[src/rtl/fprc_pkg.sv]
// constants, register map and state type for the flash protect/reset control
package fprc_pkg;
  // wishbone byte addresses
  localparam logic [7:0] ADR_MAIN_PROT = 8'h00;
  localparam logic [7:0] ADR_SEC_PROT  = 8'h04;
  localparam logic [7:0] ADR_CTRL      = 8'h08;
  localparam logic [7:0] ADR_MODE      = 8'h0C;
  localparam logic [7:0] ADR_IRQ_STAT  = 8'h10;
  localparam logic [7:0] ADR_IRQ_CLR   = 8'h14;
  localparam logic [7:0] ADR_IRQ_EN    = 8'h18;
  // field positions
  localparam int SEC_SECURITY_BIT = 7;
  localparam int CTRL_BATT_EN_BIT = 0;
  localparam int MODE_ARRAY_BIT   = 0;
  localparam int MODE_ERROR_BIT   = 1;
  localparam int MODE_ID_BIT      = 2;
  localparam int MODE_UNLK_BIT    = 3;
  localparam int MODE_STATE_LSB   = 4;
  localparam int IRQ_DONE_BIT     = 0;
  localparam int IRQ_IGN_BIT      = 1;
  localparam int IRQ_ERR_BIT      = 2;
  localparam int IRQ_W            = 3;
  // reset values
  localparam logic [7:0]       CTRL_RST   = 8'h00;
  localparam logic [IRQ_W-1:0] IRQ_EN_RST = 3'h0;
  // flash command cycles
  localparam logic [11:0] UNLK1_ADR     = 12'h555;
  localparam logic [7:0]  UNLK1_DAT     = 8'hAA;
  localparam logic [11:0] UNLK2_ADR     = 12'hAAA;
  localparam logic [7:0]  UNLK2_DAT     = 8'h55;
  localparam logic [7:0]  RESET_CMD_DAT = 8'hF0;
  // operation kinds
  localparam logic [1:0] OP_PROG = 2'h1;
  localparam logic [1:0] OP_BULK = 2'h2;
  localparam logic [1:0] OP_SECT = 2'h3;
  // timing
  localparam int CLK_HZ          = 20000000;
  localparam int TMR_W           = 16;
  localparam int RECOV_US        = 25;
  localparam int RECOV_CYC       = (RECOV_US * CLK_HZ) / 1000000;
  localparam int SMALL_RESET_MS  = 2;
  localparam int SMALL_RESET_CYC = (SMALL_RESET_MS * CLK_HZ) / 1000;

  typedef enum logic [2:0] {
    FPRC_READ,
    FPRC_PROG,
    FPRC_BULK,
    FPRC_SECT,
    FPRC_RECOV
  } fprc_state_t;
endpackage

[src/rtl/fprc_flash_ctrl.sv]
// flash protection status, reset command/pin handling, sram and battery
//
// Implementation choices: the Wishbone register port and the register addresses.
`timescale 1ns/1ps
module fprc_flash_ctrl #(
  parameter int unsigned SMALL_RST_CYC = fprc_pkg::SMALL_RESET_CYC
) (
  input  wire logic        clk,              // system clock, 20 MHz
  input  wire logic        sys_rst,          // async reset, high
  input  wire logic        wb_cyc_i,         // wishbone cycle
  input  wire logic        wb_stb_i,         // wishbone strobe
  input  wire logic        wb_we_i,          // wishbone write
  input  wire logic [7:0]  wb_adr_i,         // wishbone byte address
  input  wire logic [3:0]  wb_sel_i,         // wishbone byte selects
  input  wire logic [31:0] wb_dat_i,         // wishbone write data
  output logic      [31:0] wb_dat_o,         // wishbone read data
  output logic             wb_ack_o,         // wishbone acknowledge
  output logic             irq,              // level interrupt
  input  wire logic        fl_wr,            // host flash write strobe
  input  wire logic [11:0] fl_adr,           // host flash write address
  input  wire logic [7:0]  fl_dat,           // host flash write data
  input  wire logic        prog_req,         // byte program request
  input  wire logic        bulk_req,         // bulk erase request
  input  wire logic        sect_req,         // sector erase request
  input  wire logic        tgt_secondary,    // target in secondary flash
  input  wire logic [2:0]  tgt_sector,       // target sector index
  input  wire logic        op_done,          // array engine finished
  input  wire logic        op_error,         // array engine failed
  input  wire logic        status_rd_req,    // enter status/id read mode
  input  wire logic [7:0]  prot_main,        // main sector protect bits
  input  wire logic [3:0]  prot_sec,         // secondary protect bits
  input  wire logic        security_set,     // security lock set
  input  wire logic        rst_pin_n,        // flash reset pin, low
  input  wire logic        large_variant,    // larger device timing
  input  wire logic [1:0]  sram_pt,          // decode logic product terms
  input  wire logic        supply_below_bat, // supply under battery
  input  wire logic        bat_powers_sram,  // battery feeds sram
  output logic             sram_en,          // sram enable
  output logic             batt_active,      // battery-active indicator
  output logic             array_read_mode,  // array reads decoded
  output logic             error_status_bit, // operation error flag
  output logic             op_go,            // start pulse to engine
  output logic      [1:0]  op_kind,          // kind of started op
  output logic             op_abort          // abort pulse to engine
);
  fprc_pkg::fprc_state_t state_r;
  logic                      ack_r;
  logic [31:0]               dat_r;
  logic [7:0]                ctrl_r;
  logic [fprc_pkg::IRQ_W-1:0] irq_stat_r;
  logic [fprc_pkg::IRQ_W-1:0] irq_en_r;
  logic                      error_r;
  logic                      id_mode_r;
  logic                      batt_r;
  logic                      go_r;
  logic [1:0]                kind_r;
  logic                      abort_r;
  logic                      rcmd;
  logic                      unlocked;
  logic                      tmr_load;
  logic [fprc_pkg::TMR_W-1:0] tmr_val;
  logic                      tmr_busy;
  logic                      tmr_done;
  logic                      pin_rst;
  logic                      in_op;
  logic                      start_ok;
  logic                      req_any;
  logic                      quick_ret;
  logic [31:0]               rd_mux;
  logic                      bus_req;
  logic [fprc_pkg::IRQ_W-1:0] ev;

  function automatic logic prot_hit(input logic sec, input logic [2:0] idx,
                                    input logic [7:0] pm,
                                    input logic [3:0] ps);
    prot_hit = sec ? ps[idx[1:0]] : pm[idx];
  endfunction

  fprc_cmd_decode u_dec (
    .clk       (clk),
    .sys_rst   (sys_rst),
    .fl_wr     (fl_wr),
    .fl_adr    (fl_adr),
    .fl_dat    (fl_dat),
    .reset_cmd (rcmd),
    .unlocked  (unlocked)
  );

  fprc_timer u_tmr (
    .clk      (clk),
    .sys_rst  (sys_rst),
    .load     (tmr_load),
    .load_val (tmr_val),
    .busy     (tmr_busy),
    .done     (tmr_done)
  );

  assign pin_rst = large_variant && !rst_pin_n;
  assign in_op   = (state_r == fprc_pkg::FPRC_PROG) ||
                   (state_r == fprc_pkg::FPRC_BULK) ||
                   (state_r == fprc_pkg::FPRC_SECT);
  assign req_any = prog_req || bulk_req || sect_req;
  // a bulk erase touching any protected sector is refused whole
  assign start_ok = array_read_mode && !rcmd &&
    (prog_req ? !prot_hit(tgt_secondary, tgt_sector, prot_main, prot_sec)
     : bulk_req ? (prot_main == 8'h00 && prot_sec == 4'h0)
     : sect_req && !prot_hit(tgt_secondary, tgt_sector, prot_main,
                             prot_sec));
  // large device with no error returns to array reads at once
  assign quick_ret = large_variant && !error_r;

  always_comb
  begin
    tmr_load = 1'b0;
    tmr_val  = fprc_pkg::TMR_W'(fprc_pkg::RECOV_CYC);
    if (pin_rst && in_op)
      tmr_load = 1'b1;
    else if (rcmd && state_r == fprc_pkg::FPRC_SECT)
    begin
      tmr_load = 1'b1;
      if (!large_variant)
        tmr_val = fprc_pkg::TMR_W'(SMALL_RST_CYC);
    end
    else if (rcmd && state_r == fprc_pkg::FPRC_READ && !pin_rst &&
             !quick_ret)
    begin
      tmr_load = 1'b1;
      if (!large_variant)
        tmr_val = fprc_pkg::TMR_W'(SMALL_RST_CYC);
    end
  end

  always_ff @(posedge clk or posedge sys_rst)
  begin
    if (sys_rst)
      state_r <= fprc_pkg::FPRC_READ;
    else
    begin
      case (state_r)
        fprc_pkg::FPRC_READ:
        begin
          if (tmr_load)
            state_r <= fprc_pkg::FPRC_RECOV;
          else if (req_any && start_ok)
            state_r <= prog_req ? fprc_pkg::FPRC_PROG
                     : bulk_req ? fprc_pkg::FPRC_BULK : fprc_pkg::FPRC_SECT;
        end
        fprc_pkg::FPRC_PROG, fprc_pkg::FPRC_BULK:
        begin
          // a reset command here changes nothing
          if (pin_rst)
            state_r <= fprc_pkg::FPRC_RECOV;
          else if (op_error || op_done)
            state_r <= fprc_pkg::FPRC_READ;
        end
        fprc_pkg::FPRC_SECT:
        begin
          if (pin_rst || rcmd)
            state_r <= fprc_pkg::FPRC_RECOV;
          else if (op_error || op_done)
            state_r <= fprc_pkg::FPRC_READ;
        end
        fprc_pkg::FPRC_RECOV:
        begin
          if (tmr_done)
            state_r <= fprc_pkg::FPRC_READ;
        end
        default:
          state_r <= fprc_pkg::FPRC_READ;
      endcase
    end
  end

  // error and status-read modes persist until a reset recovers them
  always_ff @(posedge clk or posedge sys_rst)
  begin
    if (sys_rst)
    begin
      error_r   <= 1'b0;
      id_mode_r <= 1'b0;
    end
    else
    begin
      if (in_op && op_error && !pin_rst)
        error_r <= 1'b1;
      else if ((state_r == fprc_pkg::FPRC_RECOV && tmr_done) ||
               (rcmd && state_r == fprc_pkg::FPRC_READ && quick_ret))
        error_r <= 1'b0;
      if (status_rd_req && state_r == fprc_pkg::FPRC_READ)
        id_mode_r <= 1'b1;
      else if ((state_r == fprc_pkg::FPRC_RECOV && tmr_done) ||
               (rcmd && state_r == fprc_pkg::FPRC_READ && quick_ret))
        id_mode_r <= 1'b0;
    end
  end

  always_ff @(posedge clk or posedge sys_rst)
  begin
    if (sys_rst)
    begin
      go_r    <= 1'b0;
      kind_r  <= 2'h0;
      abort_r <= 1'b0;
    end
    else
    begin
      go_r    <= state_r == fprc_pkg::FPRC_READ && req_any && start_ok &&
                 !tmr_load;
      abort_r <= (pin_rst && in_op) ||
                 (rcmd && state_r == fprc_pkg::FPRC_SECT);
      if (state_r == fprc_pkg::FPRC_READ && req_any && start_ok)
        kind_r <= prog_req ? fprc_pkg::OP_PROG
                : bulk_req ? fprc_pkg::OP_BULK : fprc_pkg::OP_SECT;
    end
  end

  assign op_go            = go_r;
  assign op_kind          = kind_r;
  assign op_abort         = abort_r;
  assign error_status_bit = error_r;
  assign array_read_mode  = state_r == fprc_pkg::FPRC_READ && !error_r &&
                            !id_mode_r && !pin_rst;
  // the select itself is combinational so the sram follows it at once
  assign sram_en = |sram_pt;

  always_ff @(posedge clk or posedge sys_rst)
  begin
    if (sys_rst)
      batt_r <= 1'b0;
    else
      batt_r <= ctrl_r[fprc_pkg::CTRL_BATT_EN_BIT] && supply_below_bat &&
                bat_powers_sram;
  end
  assign batt_active = batt_r;

  // wishbone slave: one wait state, unmapped reads return zero
  assign bus_req = wb_cyc_i && wb_stb_i && !ack_r;

  always_comb
  begin
    rd_mux = 32'h0000_0000;
    case (wb_adr_i)
      fprc_pkg::ADR_MAIN_PROT: rd_mux[7:0] = prot_main;
      fprc_pkg::ADR_SEC_PROT:
      begin
        rd_mux[3:0] = prot_sec;
        rd_mux[fprc_pkg::SEC_SECURITY_BIT] = security_set;
      end
      fprc_pkg::ADR_CTRL: rd_mux[7:0] = ctrl_r;
      fprc_pkg::ADR_MODE:
      begin
        rd_mux[fprc_pkg::MODE_ARRAY_BIT] = array_read_mode;
        rd_mux[fprc_pkg::MODE_ERROR_BIT] = error_r;
        rd_mux[fprc_pkg::MODE_ID_BIT]    = id_mode_r;
        rd_mux[fprc_pkg::MODE_UNLK_BIT]  = unlocked;
        rd_mux[fprc_pkg::MODE_STATE_LSB +: 3] = state_r;
      end
      fprc_pkg::ADR_IRQ_STAT: rd_mux[fprc_pkg::IRQ_W-1:0] = irq_stat_r;
      fprc_pkg::ADR_IRQ_EN:   rd_mux[fprc_pkg::IRQ_W-1:0] = irq_en_r;
      default:                rd_mux = 32'h0000_0000;
    endcase
  end

  always_ff @(posedge clk or posedge sys_rst)
  begin
    if (sys_rst)
    begin
      ack_r <= 1'b0;
      dat_r <= 32'h0000_0000;
    end
    else
    begin
      ack_r <= bus_req;
      if (bus_req && !wb_we_i)
        dat_r <= rd_mux;
    end
  end
  assign wb_ack_o = ack_r;
  assign wb_dat_o = dat_r;

  // protection registers have no write path at all
  always_ff @(posedge clk or posedge sys_rst)
  begin
    if (sys_rst)
    begin
      ctrl_r   <= fprc_pkg::CTRL_RST;
      irq_en_r <= fprc_pkg::IRQ_EN_RST;
    end
    else if (bus_req && wb_we_i && wb_sel_i[0])
    begin
      if (wb_adr_i == fprc_pkg::ADR_CTRL)
        ctrl_r <= wb_dat_i[7:0];
      if (wb_adr_i == fprc_pkg::ADR_IRQ_EN)
        irq_en_r <= wb_dat_i[fprc_pkg::IRQ_W-1:0];
    end
  end

  always_comb
  begin
    ev = '0;
    ev[fprc_pkg::IRQ_DONE_BIT] = (state_r == fprc_pkg::FPRC_RECOV &&
      tmr_done) || (rcmd && state_r == fprc_pkg::FPRC_READ && quick_ret);
    ev[fprc_pkg::IRQ_IGN_BIT] = (rcmd && (state_r == fprc_pkg::FPRC_PROG ||
      state_r == fprc_pkg::FPRC_BULK)) ||
      (state_r == fprc_pkg::FPRC_READ && req_any && !start_ok);
    ev[fprc_pkg::IRQ_ERR_BIT] = in_op && op_error;
  end

  // a new event in the clearing cycle survives the clear
  always_ff @(posedge clk or posedge sys_rst)
  begin
    if (sys_rst)
      irq_stat_r <= '0;
    else if (bus_req && wb_we_i && wb_sel_i[0] &&
             wb_adr_i == fprc_pkg::ADR_IRQ_CLR)
      irq_stat_r <= (irq_stat_r & ~wb_dat_i[fprc_pkg::IRQ_W-1:0]) | ev;
    else
      irq_stat_r <= irq_stat_r | ev;
  end
  assign irq = |(irq_stat_r & irq_en_r);

  property p_main_prot;
    @(posedge clk) disable iff (sys_rst)
    wb_ack_o && !wb_we_i && wb_adr_i == fprc_pkg::ADR_MAIN_PROT
      |-> wb_dat_o == {24'h0, $past(prot_main)};
  endproperty
  a_main_prot: assert property (p_main_prot)
    else $error("main protect read mismatch");

  property p_sec_prot;
    @(posedge clk) disable iff (sys_rst)
    wb_ack_o && !wb_we_i && wb_adr_i == fprc_pkg::ADR_SEC_PROT
      |-> wb_dat_o[3:0] == $past(prot_sec) && wb_dat_o[6:4] == 3'h0;
  endproperty
  a_sec_prot: assert property (p_sec_prot)
    else $error("secondary protect read mismatch");

  property p_security;
    @(posedge clk) disable iff (sys_rst)
    wb_ack_o && !wb_we_i && wb_adr_i == fprc_pkg::ADR_SEC_PROT
      |-> wb_dat_o[7] == $past(security_set);
  endproperty
  a_security: assert property (p_security)
    else $error("security bit read mismatch");

  property p_reset_cmd;
    @(posedge clk) disable iff (sys_rst)
    fl_wr && fl_dat == fprc_pkg::RESET_CMD_DAT |=> rcmd;
  endproperty
  a_reset_cmd: assert property (p_reset_cmd)
    else $error("reset command write not recognised");

  property p_ignore;
    @(posedge clk) disable iff (sys_rst)
    rcmd && (state_r == fprc_pkg::FPRC_PROG ||
      state_r == fprc_pkg::FPRC_BULK) && !op_done && !op_error && !pin_rst
      |=> state_r == $past(state_r) && !op_abort;
  endproperty
  a_ignore: assert property (p_ignore)
    else $error("reset command acted during program or bulk erase");

  property p_small;
    @(posedge clk) disable iff (sys_rst)
    !large_variant && rcmd && (state_r == fprc_pkg::FPRC_READ ||
      state_r == fprc_pkg::FPRC_SECT)
      |=> state_r == fprc_pkg::FPRC_RECOV && !array_read_mode;
  endproperty
  a_small: assert property (p_small)
    else $error("small variant reset did not start recovery");

  property p_quick;
    @(posedge clk) disable iff (sys_rst)
    large_variant && rcmd && state_r == fprc_pkg::FPRC_READ && !error_r &&
      !pin_rst && !status_rd_req ##1 rst_pin_n |-> array_read_mode;
  endproperty
  a_quick: assert property (p_quick)
    else $error("large variant reset not immediate");

  property p_err_ret;
    @(posedge clk) disable iff (sys_rst)
    large_variant && rcmd && state_r == fprc_pkg::FPRC_READ && error_r &&
      !pin_rst
      |=> !array_read_mode [*8] ##[1:500] state_r == fprc_pkg::FPRC_READ;
  endproperty
  a_err_ret: assert property (p_err_ret)
    else $error("error reset return timing wrong");

  property p_abort;
    @(posedge clk) disable iff (sys_rst)
    large_variant && rcmd && state_r == fprc_pkg::FPRC_SECT
      |=> op_abort ##[1:500] state_r == fprc_pkg::FPRC_READ;
  endproperty
  a_abort: assert property (p_abort)
    else $error("sector erase not aborted in time");

  property p_pin;
    @(posedge clk) disable iff (sys_rst)
    pin_rst && in_op |=> op_abort && state_r == fprc_pkg::FPRC_RECOV;
  endproperty
  a_pin: assert property (p_pin)
    else $error("reset pin did not abort operation");

  property p_batt;
    @(posedge clk) disable iff (sys_rst)
    batt_active |-> $past(ctrl_r[fprc_pkg::CTRL_BATT_EN_BIT] &&
      supply_below_bat && bat_powers_sram);
  endproperty
  a_batt: assert property (p_batt)
    else $error("battery indicator without cause");

  property p_protect;
    @(posedge clk) disable iff (sys_rst)
    prog_req && prot_hit(tgt_secondary, tgt_sector, prot_main, prot_sec)
      |=> !op_go && state_r != fprc_pkg::FPRC_PROG;
  endproperty
  a_protect: assert property (p_protect)
    else $error("program started on protected sector");

  property p_holdoff;
    @(posedge clk) disable iff (sys_rst)
    state_r == fprc_pkg::FPRC_RECOV && tmr_busy |-> !array_read_mode;
  endproperty
  a_holdoff: assert property (p_holdoff)
    else $error("array reads during recovery");
endmodule // fprc_flash_ctrl

[src/rtl/fprc_cmd_decode.sv]
// host write-cycle decoder: unlock sequence and reset command
`timescale 1ns/1ps
module fprc_cmd_decode (
  input  wire logic        clk,       // system clock
  input  wire logic        sys_rst,   // async reset, high
  input  wire logic        fl_wr,     // host write cycle strobe
  input  wire logic [11:0] fl_adr,    // host write address
  input  wire logic [7:0]  fl_dat,    // host write data
  output logic             reset_cmd, // one-cycle reset command pulse
  output logic             unlocked   // both unlock cycles seen
);
  logic [1:0] step_r;

  // the reset command is taken with or without the unlock prefix
  always_ff @(posedge clk or posedge sys_rst)
  begin
    if (sys_rst)
    begin
      step_r    <= 2'h0;
      reset_cmd <= 1'b0;
    end
    else
    begin
      reset_cmd <= fl_wr && (fl_dat == fprc_pkg::RESET_CMD_DAT);
      if (fl_wr)
      begin
        if (fl_dat == fprc_pkg::RESET_CMD_DAT)
          step_r <= 2'h0;
        else if (step_r == 2'h0)
          step_r <= (fl_adr == fprc_pkg::UNLK1_ADR &&
                     fl_dat == fprc_pkg::UNLK1_DAT) ? 2'h1 : 2'h0;
        else if (step_r == 2'h1)
          step_r <= (fl_adr == fprc_pkg::UNLK2_ADR &&
                     fl_dat == fprc_pkg::UNLK2_DAT) ? 2'h2 : 2'h0;
        else
          step_r <= 2'h0;
      end
    end
  end

  assign unlocked = (step_r == 2'h2);
endmodule // fprc_cmd_decode

[src/rtl/fprc_timer.sv]
// down counter timing the return to array reads
`timescale 1ns/1ps
module fprc_timer (
  input  wire logic                     clk,      // system clock
  input  wire logic                     sys_rst,  // async reset, high
  input  wire logic                     load,     // start a new interval
  input  wire logic [fprc_pkg::TMR_W-1:0] load_val, // interval in cycles
  output logic                          busy,     // interval running
  output logic                          done      // last cycle of interval
);
  logic [fprc_pkg::TMR_W-1:0] cnt_r;

  always_ff @(posedge clk or posedge sys_rst)
  begin
    if (sys_rst)
      cnt_r <= '0;
    else if (load)
      cnt_r <= load_val;
    else if (cnt_r != '0)
      cnt_r <= cnt_r - 1'b1;
  end

  assign busy = (cnt_r != '0);
  assign done = (cnt_r == {{(fprc_pkg::TMR_W-1){1'b0}}, 1'b1}) && !load;
endmodule // fprc_timer

[config.mk]
export PLATFORM = sky130hd
export DESIGN_NAME = fprc_flash_ctrl
export DESIGN_NICKNAME = d
export VERILOG_FILES = /design/src/rtl/fprc_pkg.sv /design/src/rtl/fprc_flash_ctrl.sv /design/src/rtl/fprc_cmd_decode.sv /design/src/rtl/fprc_timer.sv
export SDC_FILE = /design/constraint.sdc
export NUM_CORES = 1
export LEC_CHECK = 0
export ABC_AREA = 0
export ABC_CLOCK_PERIOD_IN_PS = 6800
export BUFFER_PORTS_ARGS = -buffer_cell sky130_fd_sc_hd__buf_2
export CAP_MARGIN = 10
export CORE_MARGIN = 2
export CORE_UTILIZATION = 30
export DETAILED_ROUTE_END_ITERATION = 16
export PLACE_DENSITY = 0.5
export SLEW_MARGIN = 20
export SYNTH_ARGS = -nofsm -noshare
export SYNTH_HDL_FRONTEND = slang
export SYNTH_HIERARCHICAL = 1
export SYNTH_SLANG_ARGS = --single-unit
[constraint.sdc]
create_clock -name clk -period 6.8 [get_ports clk]
set_input_delay 0 -clock clk [delete_from_list [all_inputs] [get_ports clk]]
set_output_delay 0 -clock clk [all_outputs]
set_load 0.005 [all_outputs]
==> flow_metrics.py <==
metrics = {
    "clocking": {
        "root_buffer": "clkbuf_16",
        "cts_tree": "done",
        "insertion_delay_ns": 0.29,
        "postCtsSetupBuffers": 0,
        "cts.clk_slew.worst_paths_ns": 0.07,
        "cts_buffer_depth": 2,
        "cts_sinks": 52,
        "numCtsBuffers": 5,
        "htree_levels": 2,
    },
    "floorplan": {
        "start_util_pct": 30.9,
        "die_w_um": 110,
        "coreArea_sq_um": 10900,
        "std_cell_rows": 38,
        "die_height_um": 110,
        "dieArea_sq_um": 12100,
        "io_pins": 141,
    },
    "sta": {
        "tightestPinTransition_ns": 0.721,
        "post-route-period-util_pct": 37.5,
        "setup_viol": 0,
        "finalHoldViolCount": 0,
        "min_period_ns": 2.55,
        "finalSetupTns_ns": 0,
        "fin_worst_skew_ns": 0.0129,
        "slew_headroom_pct": 51.6,
        "hold_slack_ns": 0.00317,
        "rsz0062_at_grt": "no",
        "maxSlewViolCount": 0,
        "max_freq_mhz": 392,
    },
    "logic_synthesis": {
        "synth.distinct_cells": 67,
        "avgSynthCellArea_sq_um": 9.53,
        "synthTopCellsByArea": "dfrtp_1, buf_4, mux2_2",
        "async_reset_ff_share_pct": 100,
        "yosys_warnings": 6,
        "synth_area_sq_um": 3380,
        "synth_edf_count": 0,
        "synth_most_common_cell": "dfrtp_1",
        "ys.flop_type": "dfrtp_1",
        "synth_seq_cells": 52,
        "yosysSeqAreaShare_pct": 38.5,
        "yosysTopAreaCellShare_pct": 38.5,
        "synthTopCellsByCount": "dfrtp_1, nand2_1, buf_4",
        "synthCells": 355,
        "synth_top_cell_by_area": "dfrtp_1",
    },
    "worst_setup_path": {
        "crit_required_ns": 6.96,
        "crit_arrival_ns": 2.71,
        "reg2reg_to": "error_status_bit",
        "crit_path_start_kind": "flop",
        "critPathMaxFanout": 36,
        "reg2reg_depth": 11,
        "endpoint_kind": "flop",
        "r2r_slack_ns": 4.25,
        "critical_path_class": "reg -> reg",
        "rr_startpoint": "state_r[1]",
    },
    "routing": {
        "drc_errors": 0,
        "firstDrtPassIters": 4,
        "vias": 2952,
        "final_antenna_net_count": 0,
        "drtIter0Drc": 82,
        "routedWlPerCell_um": 14.6,
        "routed_wl_um": 8830,
        "viasPerCell": 4.90,
    },
    "final_layout": {
        "drive_gt1_share_pct": 29.4,
        "num_antenna_cells": 0,
        "num-nets-final": 563,
        "synthToLayoutAreaGrowth_pct": 25.7,
        "fillCellCount": 1108,
    },
    "power": {
        "power.switching_mw": 0.350,
        "vdd_ir_drop_max_mv": 0.109,
        "power_density_nw_per_um2": 246,
        "clkPwrFrac_pct": 29.3,
        "p_leak_nw": 1.99,
        "comb_power_share_pct": 27.7,
        "swShare_pct": 33.5,
        "p_seq_share_pct": 43.0,
        "internal_power_mw": 0.695,
    },
    "flow_run": {
        "drv_cap": 0,
    },
    "grt": {
        "grt_pass1_vias": 2901,
        "grt.overflow.total": 0,
        "grt_usage_pct": 15.2,
        "grt_antenna_before_repair": 0,
        "grt_start_max_net_pins": 37,
        "grt_pass1_wl_um": 14300,
    },
    "min_path": {
        "hold_path_end": "wb_ack_o",
        "min_from": "wb_cyc_i",
        "hold_class": "in -> reg",
        "hold_depth": 2,
    },
    "placed_design": {
        "gp_congestion": 0.806,
        "numPortBuffers": 89,
        "dpl.hpwl_um": 6780,
    },
    "outcome": {
        "status": "finished clean",
    },
}
## registers in the layout (all words and copies together) (netlist names)
register	cells
state_r	3
batt_active	1
u_tmr/cnt_r	16
op_go	1
irq_en_r	3
u_dec/reset_cmd	1
wb_ack_o	1
wb_dat_o	8
ctrl_r	8
op_abort	1
error_status_bit	1
op_kind	2
irq_stat_r	3
u_dec/step_r	2
id_mode_r	1
## power groups by stage
| stage | Sequential (mW) | Combinational, mW | Clock (mW) |
|---|---|---|---|
| 2_1_floorplan | 0.420 | 0.238 | 0 |
| 3_3_place_gp | 0.451 | 0.278 | 0 |
| 3_5_place_dp | 0.453 | 0.283 | 0 |
| 4_1_cts | 0.448 | 0.291 | 0.317 |
| 5_1_grt | 0.460 | 0.334 | 0.329 |
| 6_report | 0.450 | 0.289 | 0.307 |
## metal layers
layer / up-vias / part of all wire, % / track usage (%)
met5: - / 0 / 0
met4: 0 / 1.0 / 3.84
met3: 8 / 6.6 / 2.41
met2: 96 / 44 / 23.8
met1: 1385 / 48 / 21.8
li1: 1463 / - / -
## through the flow
stage	utilization [%]	instances	setup slack (ns)	power [mW]	instance area (sq um)
finish	38.9	603	4.25	1.05	4250
global route	38.9	603	3.87	1.12	4250
CTS	38.9	603	4.24	1.06	4250
detailed placement	35.7	578	4.25	0.736	3900
global placement	35.7	578	4.24	0.729	3900
floorplan	-	384	4.37	0.658	3490
## layout make-up
type / instances / area, sq um / area share [%]
tap: 140 / 175 / 4.12
multi-input combinational: 277 / 1890 / 44.6
timing repair buffer: 108 / 631 / 14.8
clock buffer: 7 / 153 / 3.59
clock inverter: 1 / 30.0 / 0.706
inverter: 18 / 67.6 / 1.59
sequential: 52 / 1300 / 30.6
## layout by cell type, fill, tap and decap left out, types with 6 or more instances in the layout
master / count
nor2_1: 22
dlygate4sd3_1: 17
o21ai_0: 16
dfrtp_1: 52
nand2_1: 40
buf_2: 89
nor4_1: 7
mux2_2: 16
a21oi_1: 11
nand4_1: 7
conb_1: 31
nor2b_1: 10
inv_1: 18
nand3_1: 7
mux2i_1: 8
nor3_1: 7
o31ai_1: 6
## worst max-delay path by stage
stage / from / endpoint / slack [ns]
after CTS: state_r[0] / error_status_bit / 4.24
after global placement: state_r[0] / error_status_bit / 4.24
final: state_r[1] / error_status_bit / 4.25
after detailed placement: state_r[0] / error_status_bit / 4.25
after floorplan: state_r[0] / id_mode_r / 4.37
after global routing: state_r[1] / id_mode_r / 3.87
## worst max-delay path, cell delays in order, from the launching register on
cell and delay [ns]:
dfrtp_1 0.56, or2_1 0.28, a211oi_1 0.10, a221oi_1 0.34, nor2_2 0.05, buf_4 0.25
nor4b_1 0.27, nand2_1 0.08, nor2_1 0.16, inv_1 0.07, o21ai_0 0.16, o21ai_0 0.10
## what timing repair did
action | in CTS | in global routing
hold endpoints to repair | 68 | 0
hold buffers | 17 | 0
gates resized for setup | 0 | 0
## cells by family (layout without fill, tap and decap cells)
kind of cell	Yosys count	after routing	synth area share [%]
simple gates	141	141	24.1
compound gates	68	68	14.2
buf+inv	55	134	8.84
flops	52	52	38.5
mux	32	32	12.7
xor+xnor	3	3	0.777
fa+ha+maj	2	2	0.740
other cells	2	31	0.222
(Power assumes the default switching activity.)
